$ cat src/design/subrate_consts.svh
// Constants of the subrate port multiplexer: offsets, fields, timing.
// Assumes a 100 MHz sys_clk; included by the package and by the top.
// Operation
// - Carrier detect high or remote RTS, else low
// - CTS low in standby, else per mode
// - Slot 1-24 T1, 1-31 E1, signalled 16 excluded
// - Slot number never used on two links
// - Framing gives one, five, ten, twenty slots
// - Index 1 for DS0A, none for ADPCM
// - 19.2 kbps and above takes contiguous 9.6 slots
// - Span past last slot gives index error
// - Colliding span gives overlap error
// - X.50 slot count set by rate
// - X.50 circuits interleave at rate stride
// - Synchronous total never above 115.2 kbps
// - Sync refuses 0.3, 1.2, most 14.4
// - Character format not applicable when sync
// - Async data bits 8, 7, 6, 5
// - Async stop bits one or two
// - Parity none, odd, even, space, mark
// - Async and V.14 carried both directions
// - ADPCM framing takes 24 kbps of resource
// - Twenty-slot slots shareable with other cards
// - Low-delay variant limits framings, no delay option
// - CTS delayed after RTS; remote modes drive far CD
`ifndef SUBRATE_CONSTS_SVH
`define SUBRATE_CONSTS_SVH

`define NPORT 10
`define NSUB 20
`define OFS_CFG 8'h00
`define OFS_CTL 8'h40
`define OFS_STAT 8'h80
`define OFS_CARD 8'hC0
`define OFS_BW 8'hC4
`define OFS_LERR 8'hC8
`define OFS_ADP 8'hCC
`define F_ACT 0
`define F_WAN 3:1
`define F_TS 8:4
`define F_FRM 11:9
`define F_RATE 15:12
`define F_SUB 20:16
`define F_INTERFACE_PROTOCOL_SETTING 22:21
`define F_CHAR 28:23
`define F_PAR 28:26
`define F_CTS 3:0
`define F_ADP 5:4
`define F_CDF 8
`define F_E1 7:0
`define F_SIG 15:8
`define RST_CFG 32'h0001_0010
`define RST_MASK 20'h0_0001
`define T1_MAX_TS 5'h18
`define E1_MAX_TS 5'h1F
`define E1_SIG_TS 5'h10
`define BW_LIMIT 12'h480
`define ADP_KBPS 8'h18
`define PAR_MAX 3'h4
`define AXI_OKAY 2'h0
`define AXI_SLVERR 2'h2
`define CLK_MHZ 100
`define CYC_PER_MS (`CLK_MHZ * 1000)
`define CTS_D30_MS 30
`define CTS_D60_MS 60
`define CTS_D100_MS 100

`endif

$ cat src/design/subrate_pkg.sv
// Types of the subrate port multiplexer.
// Assumes subrate_consts.svh beside it.
`default_nettype none
package subrate_pkg;
`include "subrate_consts.svh"

  typedef enum logic [2:0] {FR_A = 3'h0, FR_B5 = 3'h1, FR_B10 = 3'h2, FR_B20 = 3'h3,
    FR_X50 = 3'h4, FR_ADPCM = 3'h5, FR_HLINK = 3'h6, FR_NLINK = 3'h7} frame_t;
  typedef enum logic [3:0] {RT_0K3 = 4'h0, RT_1K2 = 4'h1, RT_2K4 = 4'h2, RT_4K8 = 4'h3,
    RT_9K6 = 4'h4, RT_14K4 = 4'h5, RT_19K2 = 4'h6, RT_28K8 = 4'h7,
    RT_38K4 = 4'h8} rate_t;
  typedef enum logic [1:0] {IF_ASYN = 2'h0, IF_SYNC = 2'h1, IF_V14 = 2'h2} interface_protocol_setting_t;
  typedef enum logic [3:0] {CT_PERM = 4'h0, CT_L0 = 4'h1, CT_L30 = 4'h2, CT_L60 = 4'h3,
    CT_L100 = 4'h4, CT_RL0 = 4'h5, CT_RL3 = 4'h6, CT_RL6 = 4'h7, CT_RL10 = 4'h8,
    CT_OFF = 4'h9} cts_t;
  typedef enum logic [2:0] {ER_NONE = 3'h0, ER_TS = 3'h1, ER_REUSE = 3'h2, ER_OPT = 3'h3,
    ER_RATE = 3'h4, ER_SPAN = 3'h5, ER_OVL = 3'h6, ER_BW = 3'h7} err_t;

  // Rate in units of 0.1 kbps
  function automatic logic [11:0] rate_bw(input logic [3:0] r);
    unique case (r)
      RT_0K3:  rate_bw = 12'h003;
      RT_1K2:  rate_bw = 12'h00C;
      RT_2K4:  rate_bw = 12'h018;
      RT_4K8:  rate_bw = 12'h030;
      RT_9K6:  rate_bw = 12'h060;
      RT_14K4: rate_bw = 12'h090;
      RT_19K2: rate_bw = 12'h0C0;
      RT_28K8: rate_bw = 12'h120;
      RT_38K4: rate_bw = 12'h180;
      default: rate_bw = 12'h000;
    endcase
  endfunction

  typedef struct packed {
    logic [`NPORT-1:0][31:0] cfg;
    logic [`NPORT-1:0][8:0]  ctl;
    logic [`NPORT-1:0][19:0] mask;
    logic [`NPORT-1:0][2:0]  err;
    logic [`NPORT-1:0][23:0] cts_cnt;
    logic [15:0]             card;
    logic [2:0]              lerr;
    logic [`NPORT-1:0]       rts_m, rts_s, txd_m, txd_s;
    logic [`NPORT-1:0]       cd, cts, far_cd, rxd;
    logic                    tx_bit;
    logic                    aw_full, w_full, bvalid, rvalid;
    logic [7:0]              aw_addr;
    logic [31:0]             w_data, rdata;
    logic [3:0]              w_strb;
    logic [1:0]              bresp, rresp;
  } state_t;
endpackage
`default_nettype wire

$ cat src/design/slot_check_if.sv
// Carrier between the top and its subrate slot mapper.
// Assumes one requester and one mapper.
`default_nettype none
interface slot_check_if;
  logic [2:0]  frame;
  logic [3:0]  rate;
  logic [4:0]  start;
  logic [19:0] mask;
  logic        bad_span;
  logic        bad_rate;
  modport req (output frame, rate, start, input mask, bad_span, bad_rate);
  modport chk (input frame, rate, start, output mask, bad_span, bad_rate);
endinterface
`default_nettype wire

$ cat src/design/subrate_ds0_port_mux.sv
// Subrate DS0 port multiplexer: ten terminal ports into WAN subrate slots.
// Assumes AXI4-Lite from the same clock, pins from outside the clock domain.
`default_nettype none
`include "subrate_consts.svh"
module subrate_ds0_port_mux
  import subrate_pkg::*;
#(
  parameter int unsigned CTS_D30_CYC  = `CTS_D30_MS * `CYC_PER_MS,
  parameter int unsigned CTS_D60_CYC  = `CTS_D60_MS * `CYC_PER_MS,
  parameter int unsigned CTS_D100_CYC = `CTS_D100_MS * `CYC_PER_MS,
  parameter bit          LOW_DELAY    = 1'b0
) (
  // Clock, reset, enable
  input  wire logic               sys_clk,
  input  wire logic               rst,
  input  wire logic               ce,
  // AXI4-Lite slave
  input  wire logic               awvalid,
  output logic                    awready,
  input  wire logic [7:0]         awaddr,
  input  wire logic               wvalid,
  output logic                    wready,
  input  wire logic [31:0]        wdata,
  input  wire logic [3:0]         wstrb,
  output logic                    bvalid,
  input  wire logic               bready,
  output logic [1:0]              bresp,
  input  wire logic               arvalid,
  output logic                    arready,
  input  wire logic [7:0]         araddr,
  output logic                    rvalid,
  input  wire logic               rready,
  output logic [31:0]             rdata,
  output logic [1:0]              rresp,
  // Terminal pins
  input  wire logic [`NPORT-1:0]  term_txd,
  input  wire logic [`NPORT-1:0]  term_rts,
  output logic [`NPORT-1:0]       term_rxd,
  output logic [`NPORT-1:0]       term_cts,
  output logic [`NPORT-1:0]       carrier_detect_lead,
  // Far end signalling
  input  wire logic [`NPORT-1:0]  remote_rts,
  output logic [`NPORT-1:0]       far_cd,
  input  wire logic [7:0]         wan_up,
  // WAN subrate slot stream
  input  wire logic               slot_stb,
  input  wire logic [2:0]         slot_wan,
  input  wire logic [4:0]         slot_ts,
  input  wire logic [4:0]         slot_sub,
  input  wire logic               wan_rx_bit,
  output logic                    wan_tx_bit
);
  state_t       s, next_s;
  slot_check_if ck();
  logic [3:0]   idx;
  logic [31:0]  old, wd;
  logic         commit, cfg_w, e1, sig;
  logic         ts_bad, opt_bad, rate_bad, reuse, ovl, own_any;
  logic [11:0]  bw_all, bw_oth;
  logic [2:0]   code;
  logic [7:0]   adp [3];

  slot_mapper u_map (.ck(ck));

  // Register window decode
  function automatic logic port_hit(input logic [7:0] a, input logic [7:0] base);
    port_hit = a[7:6] == base[7:6] && a[5:2] < 4'(`NPORT) && a[1:0] == 2'h0;
  endfunction

  // CTS delay in cycles per mode
  function automatic logic [23:0] cts_delay(input logic [3:0] m);
    unique case (m)
      CT_L30, CT_RL3:  cts_delay = 24'(CTS_D30_CYC);
      CT_L60, CT_RL6:  cts_delay = 24'(CTS_D60_CYC);
      CT_L100, CT_RL10: cts_delay = 24'(CTS_D100_CYC);
      default: cts_delay = 24'h00_0000;
    endcase
  endfunction

  // Candidate word with byte strobes applied
  assign idx = s.aw_addr[5:2];
  assign old = (idx >= 4'(`NPORT)) ? 32'h0000_0000 :
    port_hit(s.aw_addr, `OFS_CTL) ? 32'(s.ctl[idx]) : s.cfg[idx]; // Own word per window
  for (genvar b = 0; b < 4; b++) begin : g_strb
    assign wd[8*b+7:8*b] = s.w_strb[b] ? s.w_data[8*b+7:8*b] : old[8*b+7:8*b];
  end
  assign ck.frame = wd[`F_FRM];
  assign ck.rate = wd[`F_RATE];
  assign ck.start = (wd[`F_FRM] == FR_A || wd[`F_FRM] == FR_NLINK) ?
    5'h01 : wd[`F_SUB];
  assign commit = s.aw_full && s.w_full && !s.bvalid;
  assign cfg_w = port_hit(s.aw_addr, `OFS_CFG);

  // Slot range by link type and signalling
  assign e1 = s.card[wd[3:1]];
  assign sig = s.card[8 + 32'(wd[3:1])];
  assign ts_bad = wd[`F_TS] == 5'h00 ||
    (e1 ? (wd[`F_TS] > `E1_MAX_TS || (sig && wd[`F_TS] == `E1_SIG_TS))
        : wd[`F_TS] > `T1_MAX_TS);

  // Option set: variant framings and character format
  assign opt_bad = (LOW_DELAY && (wd[`F_FRM] == FR_X50 || wd[`F_FRM] == FR_NLINK))
    || wd[`F_INTERFACE_PROTOCOL_SETTING] > IF_V14 || wd[`F_PAR] > `PAR_MAX;

  // Rate legality for the interface
  assign rate_bad = ck.bad_rate || (wd[`F_INTERFACE_PROTOCOL_SETTING] == IF_SYNC &&
    (wd[`F_RATE] == RT_0K3 || wd[`F_RATE] == RT_1K2 ||
     (wd[`F_RATE] == RT_14K4 && wd[`F_FRM] != FR_ADPCM &&
      wd[`F_FRM] != FR_HLINK)));

  // First failing check wins
  always_comb begin
    if (ts_bad) code = ER_TS;
    else if (reuse) code = ER_REUSE;
    else if (opt_bad) code = ER_OPT;
    else if (rate_bad) code = ER_RATE;
    else if (ck.bad_span) code = ER_SPAN;
    else if (ovl) code = ER_OVL;
    else if (wd[`F_ACT] && wd[`F_INTERFACE_PROTOCOL_SETTING] == IF_SYNC &&
             bw_oth + rate_bw(wd[`F_RATE]) > `BW_LIMIT) code = ER_BW;
    else code = ER_NONE;
  end

  // Cross-port checks and card totals
  always_comb begin
    reuse = 1'b0;
    ovl = 1'b0;
    bw_all = 12'h000;
    bw_oth = 12'h000;
    for (int r = 0; r < 3; r++) adp[r] = 8'h00;
    for (int i = 0; i < `NPORT; i++) begin
      if (s.cfg[i][`F_ACT]) begin
        if (s.cfg[i][`F_INTERFACE_PROTOCOL_SETTING] == IF_SYNC) begin
          bw_all = bw_all + rate_bw(s.cfg[i][`F_RATE]);
          if (4'(i) != idx) bw_oth = bw_oth + rate_bw(s.cfg[i][`F_RATE]);
        end
        if (s.cfg[i][`F_FRM] == FR_ADPCM && s.ctl[i][`F_ADP] != 2'h0)
          adp[s.ctl[i][`F_ADP] - 2'h1] = adp[s.ctl[i][`F_ADP] - 2'h1] + `ADP_KBPS;
        if (4'(i) != idx && s.cfg[i][`F_TS] == wd[`F_TS]) begin
          if (s.cfg[i][`F_WAN] != wd[`F_WAN]) reuse = 1'b1;
          else if ((s.mask[i] & ck.mask) != 20'h0_0000) ovl = 1'b1;
        end
      end
    end
  end

  // Next state of the whole block
  always_comb begin
    next_s = s;
    own_any = 1'b0;
    // Pin synchronisers
    next_s.rts_m = term_rts;
    next_s.rts_s = s.rts_m;
    next_s.txd_m = term_txd;
    next_s.txd_s = s.txd_m;
    // Write address and data capture
    if (awvalid && !s.aw_full) begin
      next_s.aw_full = 1'b1;
      next_s.aw_addr = awaddr;
    end
    if (wvalid && !s.w_full) begin
      next_s.w_full = 1'b1;
      next_s.w_data = wdata;
      next_s.w_strb = wstrb;
    end
    if (s.bvalid && bready) next_s.bvalid = 1'b0;
    // Write commit
    if (commit) begin
      next_s.aw_full = 1'b0;
      next_s.w_full = 1'b0;
      next_s.bvalid = 1'b1;
      next_s.bresp = `AXI_OKAY;
      if (cfg_w) begin
        next_s.err[idx] = code;
        next_s.lerr = code;
        if (code == ER_NONE) begin
          next_s.cfg[idx] = wd;
          if (wd[`F_FRM] == FR_A || wd[`F_FRM] == FR_NLINK)
            next_s.cfg[idx][`F_SUB] = 5'h01;
          if (wd[`F_FRM] == FR_ADPCM || wd[`F_FRM] == FR_HLINK)
            next_s.cfg[idx][`F_SUB] = 5'h00;
          next_s.mask[idx] = ck.mask;
        end else begin
          next_s.bresp = `AXI_SLVERR;
        end
      end else if (port_hit(s.aw_addr, `OFS_CTL)) begin
        next_s.ctl[idx] = wd[8:0];
      end else if (s.aw_addr == `OFS_CARD) begin
        if (s.w_strb[0]) next_s.card[7:0] = s.w_data[7:0];
        if (s.w_strb[1]) next_s.card[15:8] = s.w_data[15:8];
      end else begin
        next_s.bresp = `AXI_SLVERR;
      end
    end
    // Read path
    if (s.rvalid && rready) next_s.rvalid = 1'b0;
    if (arvalid && !s.rvalid) begin
      next_s.rvalid = 1'b1;
      next_s.rresp = `AXI_OKAY;
      next_s.rdata = 32'h0000_0000;
      if (port_hit(araddr, `OFS_CFG)) begin
        next_s.rdata = s.cfg[araddr[5:2]];
        if (s.cfg[araddr[5:2]][`F_INTERFACE_PROTOCOL_SETTING] == IF_SYNC)
          next_s.rdata[`F_CHAR] = 6'h00;
      end else if (port_hit(araddr, `OFS_CTL)) begin
        next_s.rdata[8:0] = s.ctl[araddr[5:2]];
      end else if (port_hit(araddr, `OFS_STAT)) begin
        next_s.rdata[6:0] = {s.err[araddr[5:2]], s.far_cd[araddr[5:2]],
          s.cd[araddr[5:2]], s.cts[araddr[5:2]], s.cfg[araddr[5:2]][`F_ACT]};
      end else if (araddr == `OFS_CARD) begin
        next_s.rdata[15:0] = s.card;
      end else if (araddr == `OFS_BW) begin
        next_s.rdata[11:0] = bw_all;
      end else if (araddr == `OFS_LERR) begin
        next_s.rdata[2:0] = s.lerr;
      end else if (araddr == `OFS_ADP) begin
        next_s.rdata[23:0] = {adp[2], adp[1], adp[0]};
      end else begin
        next_s.rresp = `AXI_SLVERR;
      end
    end
    // Control leads per port
    for (int i = 0; i < `NPORT; i++) begin
      if (!s.rts_s[i]) next_s.cts_cnt[i] = 24'h00_0000;
      else if (s.cts_cnt[i] < cts_delay(s.ctl[i][`F_CTS]))
        next_s.cts_cnt[i] = s.cts_cnt[i] + 24'h00_0001;
      next_s.cts[i] = s.cfg[i][`F_ACT] && (s.ctl[i][`F_CTS] == CT_PERM ||
        (s.ctl[i][`F_CTS] != CT_OFF && s.ctl[i][`F_CTS] < 4'(`NPORT) && s.rts_s[i] &&
         s.cts_cnt[i] >= cts_delay(s.ctl[i][`F_CTS])));
      next_s.cd[i] = s.cfg[i][`F_ACT] && wan_up[s.cfg[i][`F_WAN]] &&
        (!s.ctl[i][`F_CDF] || remote_rts[i]);
      next_s.far_cd[i] = s.cfg[i][`F_ACT] && s.rts_s[i] &&
        s.ctl[i][`F_CTS] >= CT_RL0 && s.ctl[i][`F_CTS] <= CT_RL10;
      if (!s.cfg[i][`F_ACT]) next_s.rxd[i] = 1'b1;
    end
    // Subrate slot exchange; standby ports own nothing
    if (slot_stb) begin
      next_s.tx_bit = 1'b1;
      for (int i = 0; i < `NPORT; i++) begin
        if (s.cfg[i][`F_ACT] && s.cfg[i][`F_WAN] == slot_wan &&
            s.cfg[i][`F_TS] == slot_ts && slot_sub != 5'h00 &&
            slot_sub <= 5'(`NSUB) && s.mask[i][slot_sub - 5'h01]) begin
          own_any = 1'b1;
          if (!s.txd_s[i]) next_s.tx_bit = 1'b0;
          next_s.rxd[i] = wan_rx_bit;
        end
      end
    end
  end

  // State register with enable
  always_ff @(posedge sys_clk) begin
    if (rst) begin
      s <= '0;
      s.cfg <= {`NPORT{`RST_CFG}};
      s.mask <= {`NPORT{`RST_MASK}};
      s.rxd <= '1;
      s.tx_bit <= 1'b1;
    end else if (ce) begin
      s <= next_s;
    end
  end

  // Outputs
  assign awready = !s.aw_full;
  assign wready = !s.w_full;
  assign bvalid = s.bvalid;
  assign bresp = s.bresp;
  assign arready = !s.rvalid;
  assign rvalid = s.rvalid;
  assign rdata = s.rdata;
  assign rresp = s.rresp;
  assign term_rxd = s.rxd;
  assign term_cts = s.cts;
  assign carrier_detect_lead = s.cd;
  assign far_cd = s.far_cd;
  assign wan_tx_bit = s.tx_bit;
endmodule
`default_nettype wire

$ cat src/design/slot_mapper.sv
// Subrate slot mapper: occupancy mask of one candidate circuit.
// Assumes framing and rate codes of subrate_pkg; purely combinational.
`default_nettype none
`include "subrate_consts.svh"
module slot_mapper
  import subrate_pkg::*;
(
  // Request and answer
  slot_check_if.chk ck
);
  logic [5:0] slots;
  logic [5:0] width;
  logic       sub;
  logic       x50;
  wire [19:0] bits;

  // Slot count and span width from framing and rate
  always_comb begin
    slots = 6'h00;
    width = 6'h01;
    sub = 1'b1;
    x50 = 1'b0;
    ck.bad_rate = (ck.rate > RT_38K4);
    unique case (frame_t'(ck.frame))
      FR_A, FR_NLINK: slots = 6'h01;
      FR_B5:  slots = 6'h05;
      FR_B10: slots = 6'h0A;
      FR_B20: slots = 6'h14;
      FR_X50: begin
        x50 = 1'b1;
        unique case (rate_t'(ck.rate))
          RT_2K4: slots = 6'h14;
          RT_4K8: slots = 6'h0A;
          RT_9K6: slots = 6'h05;
          default: ck.bad_rate = 1'b1;
        endcase
      end
      FR_ADPCM, FR_HLINK: sub = 1'b0;
    endcase
    // Wide rates fill contiguous 9.6 kbps slots
    if (sub && !x50 && slots != 6'h01) begin
      unique case (rate_t'(ck.rate))
        RT_19K2: width = 6'h02;
        RT_28K8: width = 6'h03;
        RT_38K4: width = 6'h04;
        default: width = 6'h01;
      endcase
    end
  end

  // Index zero or span past the frame end
  assign ck.bad_span = sub && (ck.start == 5'h00 ||
    ({1'b0, ck.start} + width - 6'h01) > slots);

  // One decision per subrate position
  for (genvar k = 0; k < `NSUB; k++) begin : g_pos
    logic [5:0] d;
    assign d = 6'(k + 1) - {1'b0, ck.start};
    assign bits[k] = sub && !ck.bad_rate && 6'(k + 1) >= {1'b0, ck.start} &&
      (x50 ? (d == 6'h00 || d == slots || d == 6'(2 * slots) ||
              d == 6'(3 * slots))
           : d < width);
  end
  assign ck.mask = bits;
endmodule
`default_nettype wire

$ cat config.mk
export PLATFORM = sky130hd
export DESIGN_NAME = subrate_ds0_port_mux
export DESIGN_NICKNAME = d
export VERILOG_FILES = /design/src/design/subrate_pkg.sv /design/src/design/slot_check_if.sv /design/src/design/subrate_ds0_port_mux.sv /design/src/design/slot_mapper.sv
export VERILOG_INCLUDE_DIRS = /design/src /design/src/design
export SDC_FILE = /design/constraint.sdc
export NUM_CORES = 2
export LEC_CHECK = 0
export BUFFER_PORTS_ARGS = -buffer_cell sky130_fd_sc_hd__buf_2
export CAP_MARGIN = 5
export CELL_PAD_IN_SITES_DETAIL_PLACEMENT = 0
export CELL_PAD_IN_SITES_GLOBAL_PLACEMENT = 1
export CORE_MARGIN = 3
export CORE_UTILIZATION = 44
export DETAILED_ROUTE_END_ITERATION = 8
export GPL_ROUTABILITY_DRIVEN = 0
export HOLD_SLACK_MARGIN = 0.12
export PLACE_DENSITY = 0.85
export SKIP_CTS_REPAIR_TIMING = 1
export SLEW_MARGIN = 40
export SYNTH_ARGS = -nofsm -noshare
export SYNTH_HDL_FRONTEND = slang
export SYNTH_SLANG_ARGS = --single-unit
$ cat constraint.sdc
create_clock -name sys_clk -period 13.46 [get_ports sys_clk]
set_clock_uncertainty 0.15 [all_clocks]
set_input_delay 0.673 -clock sys_clk [delete_from_list [all_inputs] [get_ports sys_clk]]
set_output_delay 0.673 -clock sys_clk [all_outputs]
set_load 0.01 [all_outputs]
* After elaboration in Yosys (flattened, before gate mapping) *
Memories as Yosys holds them, arrays and structs flattened. A register that Yosys moved wholly into a read port is not among the register bits.
Cells that the tools add are included.

storage, ports and cells
  input port bits = 113
  latch bits = 0
  bits in read-only memories = 3024
  bits in writable memories = 0
  memories = 21
  flip-flop bits (word level) = 1064

operators by class
  $add $sub $neg = 73
  shift operators = 0
  equal/unequal tests = 238
  magnitude comparators = 137
  reductions and logical operators = 465
  div/mod/pow operators = 0
  bitwise logic cells = 23
  mux-type cells = 544
  multipliers = 1

memories
  name             words  width  read ports  clocked after memory_dff  write ports  RTL line           text
  (no name shown)  16     9      1           1                         0            subrate_pkg.sv:21  unique case (r)
  (no name shown)  16     9      1           1                         0            subrate_pkg.sv:21
  (no name shown)  16     9      1           1                         0            subrate_pkg.sv:21
  (no name shown)  16     9      1           1                         0            subrate_pkg.sv:21
  (no name shown)  16     9      1           1                         0            subrate_pkg.sv:21
  (no name shown)  16     9      1           1                         0            subrate_pkg.sv:21
  +15 memories     --     --     --          --                        --           --

operator list
  cell                                           number
  two-way mux 320 bit                            5
  two-way mux 24 bit                             59
  two-way mux 12 bit                             103
  bitwise mux 320 bit                            3
  one-hot mux 24 bit (3 select lines)            10
  equality test 6 bit                            60
  two-way mux 8 bit                              36
  binary-select mux 32 bit (select 4 bit)        2
  demux 32 bit (select 4 bit)                    2
  adder 24 x 1 -> 24 bit, second input constant  10
  greater-or-equal comparator 24 bit             10
  < comparator 24 bit                            10
  logical AND 1 bit                              238
  adder 12 bit                                   19
  bitwise mux 24 bit                             9
  AND 20 bit                                     10
  bitwise mux 200 bit                            1
  nonzero test 20 bit                            10
  two-way mux 1 bit                              168
  two-way mux 21 bit                             8
  binary-select mux 8 bit (select 2 bit)         10
  demux 8 bit (select 2 bit)                     10
  two-way mux 32 bit                             5
  two-way mux 4 bit                              40
  other kinds (102)                              643

* Depth between registers and ports, before layout *
  word-level depth = 92
  depth in mapped cells = 76
  gate-level depth less buffers = 67

* Hierarchy *
Synthesis repeated with hierarchy kept, for this count alone.

second synthesis, totals
  cells, all modules = 10122
  area total of the unflattened synthesis = 80382.1 µm²

by module, submodules not included
  module                instances  cells each  seq. area each (µm²)  area an instance (µm²)
  subrate_ds0_port_mux  1          9384        22861.9               75293.5
  slot_mapper           1          738         0.0                   5088.6

* Worst setup path before layout *
No wires, ideal clock.

  path kind = register to register
  from = register s (netlist bit idx[0])
  to = register (tool-made name)
  stages on the path, launching flop included = 64
  library setup time = 0.078 ns
  data arrival time = 14.147 ns
  required time = 13.232 ns
  clock period less this slack = 14.376 ns
  buffers on the path = 12
  setup slack = -0.916 ns
  cell sequence = dfxtp_1 -> buf_4 -> buf_2 -> buf_2 -> buf_2 -> buf_1 -> clkbuf_1 -> buf_2 -> buf_1 -> buf_1 -> nor4_1 -> nor2_1 -> inv_1 -> ha_1 -> a21o_1 -> ha_1 -> inv_1 -> fa_1 -> (+28 left out) -> o21a_1 -> a21o_1 -> a22oi_1 -> o21ai_0 -> xnor2_1 -> a21oi_1 -> o31ai_1 -> nor4b_2 -> buf_4 -> and2_1 -> buf_4 -> buf_4 -> nor2_1 -> a211oi_1 -> inv_1 -> ha_1 -> inv_1 -> nor3_1

RTL lines
  what                    RTL line                     text
  start, declared         subrate_ds0_port_mux.sv:53   state_t s, next_s;
  start signal, assigned  subrate_ds0_port_mux.sv:260  s <= next_s;

==> impl_metrics.ini <==
[sta]
tns_ps = 0
finalHoldViolations = 0
max_slew.worst_pin.slew_ps = 922
fin_crit_ps = 12720
fmax_mhz = 78.6
fin_crit_sh_pct = 94.5
finalSetupViolCount = 0
hold_slack_ps = 81.9
finalMaxSlewViolations = 0
relSlewSlack_pct = 38.5

[power]
pwr-share-seq_pct = 42.4
switching_share_pct = 27.3
ir_drop_v = 0.000101
p_int_mw = 5.86
power_frac_clock_pct = 47.5
p_leak_nw = 33.3
power.density_nw_per_um2 = 90.4
power.switching_mw = 2.21
combPwrFrac_pct = 10.2

[critical_path]
crit_buf_inv = 9
critPathCaptureType = flop
startpoint_type = flop
required_ps = 13990
cpMaxStageDelayCell = fa_1
worst-setup-path-type = flop to flop
arrival_ps = 13250
crit_fanout = 18
crit_family = adder cells
path_common_cell = ha_1
slowest_delay_ps = 520

[clocking]
clk_latency_ps = 830
root_buffer = clkbuf_16
numClockSinks = 1142
cts_tree = done
numCtsBuffers = 133
h-tree-depth = 4
path_clk_slew_ps = 60
cts_buffer_depth = 3

[drt]
drtAntennaViolNets = 0
first_iter_violations = 9575
wirelength_um = 295000
wl_per_cell_um = 23.7
viasPerCell = 6.27
first_pass_iters = 8
route.vias.total = 78066
drc = 0

[logic_synthesis]
async_reset_ff_share_pct = 0
ys.flop_type = dfxtp_1
synth-seq-cells = 1142
syn_area_per_cell_um2 = 8.01
synth_cell_type_count = 130
synth_edf_count = 0
synth_cells = 10084
yosysSeqAreaShare_pct = 28.3
syn_area_um2 = 80700
yosysWarnings = 0

[global_routing]
grt_overflow = 0
groute.usage.overall_pct = 30.2
antenna_found_initial = 27
grt_pass1_vias = 72997
grt_pass1_wl_um = 443000
grt_start_max_net_pins = 131

[finish]
drive_above_1_share_pct = 11.4
nets = 10598
final_util_pct = 49.2
syn_to_final_growth_pct = 10.6

[job]
drv_cap = 0

[placement]
dp_hpwl_um = 212000
portBuffers = 192

[die]
boundaryPins = 195
start_util_pct = 44.5
die_w_um = 434
die-area_um2 = 189000
die_y_um = 434
core_um2 = 182000
row_count = 156

[hold_path]
hp-class = input pin to flop

[run_status]
run_status = completed
-- cell type report --
type                    instances  area, um^2
fillers                     17237       92300
clock buffers                 181        3810
well taps                    2370        2970
repair buffers                472        3430
flip-flops and latches       1142       22900
clock inverters                55         810
inverters                     375        1420
diodes                         16        40.0
multi-input cells            7839       53900
-- metal layers --
metal / GRT usage [%] / share of wire [%] / up-vias / routed length (um)
met5: 0 / 0.0078 / - / 23
met4: 19.1 / 7.1 / 4 / 21100
met3: 6.19 / 10 / 964 / 30400
met2: 45.8 / 43 / 4279 / 127000
met1: 39.1 / 40 / 37139 / 117000
li1: - / - / 35680 / -
-- cell families after synthesis --
group           share of synthesized area (%)
xor+xnor                                 6.87
mux                                      11.0
simple gates                             21.1
flops                                    28.3
fa+ha+maj                                8.34
other cells                           0.00464
buf+inv                                  5.68
compound gates                           18.7
-- synth_stat cells, types with 245 or more instances --
cell	instances	area share, %
mux4_2	246	6.9
clkbuf_1	477	2.2
ha_1	502	7.8
a21oi_1	851	5.3
dfxtp_1	1142	28
nor2_1	1012	4.7
xor2_1	245	2.7
o21ai_0	557	3.5
mux2i_1	264	3.3
nand3_1	379	2.3
xnor2_1	380	4.1
inv_1	352	1.6
nand2_1	1322	6.1
-- power groups by stage --
| stage | clock [mW] | combinational (mW) | sequential [mW] |
|---|---|---|---|
| 2_1_floorplan | 0 | 0.475 | 3.48 |
| 4_1_cts | 3.87 | 0.753 | 3.42 |
| 6_report | 3.83 | 0.820 | 3.42 |
| 3_3_place_gp | 0 | 0.739 | 3.49 |
| 5_1_grt | 4.00 | 0.854 | 3.42 |
| 3_5_place_dp | 0 | 0.750 | 3.49 |
-- flip-flops by register name (all words and copies together) (netlist names), 4 cells and up, named ones only --
name                 flops
term_cts                10
s                      961
idx                      4
far_cd                  10
term_rxd                10
next_s                  20
rdata                   32
carrier_detect_lead     10
-- stage by stage --
| stage | setup slack [ps] | cell area, um^2 | power (mW) | std cells |
|---|---|---|---|---|
| finish | 738 | 89300 | 8.07 | 12450 |
| global placement | 222 | 83300 | 4.23 | 12104 |
| CTS | -4.95 | 88200 | 8.03 | 12346 |
| detailed placement | 73.6 | 83500 | 4.24 | 12110 |
| global route | -3.51 | 89300 | 8.27 | 12444 |
| floorplan | 14.7 | 80800 | 3.95 | 10085 |
-- cells in the final DEF, fill, tap and decap left out, drive strengths merged, types with 44 or more instances in the layout --
cell type,synthesis,routed
ha,502,502
mux4,246,246
a21oi,852,852
mux2,63,63
nand2,1327,1327
and2,79,79
a21o,108,108
mux2i,265,265
nor3,172,172
a22oi,75,75
or3,76,76
nor4,79,79
a211oi,160,160
buf,250,400
a31oi,61,61
a221oi,51,51
nand4,127,127
nor2,1021,1021
dlygate4sd3,0,72
dfxtp,1142,1142
nand3,386,386
o31ai,58,58
nor2b,109,109
clkbuf,479,181
a222oi,44,44
xor2,245,245
inv,364,372
xnor2,384,384
o22ai,44,44
o21ai,612,612
and3,99,99
nand2b,57,57
-- worst reg2reg max path, delay by kind of cell (launching register included) --
family / cells / cell delay [ps]
AOI/OAI and AO/OA: 18 / 3100
xor gates and xnor gates: 3 / 470
adders and majority gates: 12 / 4240
buffers and inverters: 9 / 950
DFF: 1 / 370
muxes: 4 / 850
and+or+nand+nor: 18 / 2470
-- worst paths after layout --
kind	start	end	slack, ps	cells past startpoint
max reg2reg	s[765]	flop	740	64
max	s[765]	flop	740	64
min reg2reg	rdata[8]	rdata[8]	300	2
min	remote_rts[9]	carrier_detect_lead[9]	80	3
(Power assumes the default switching activity.)
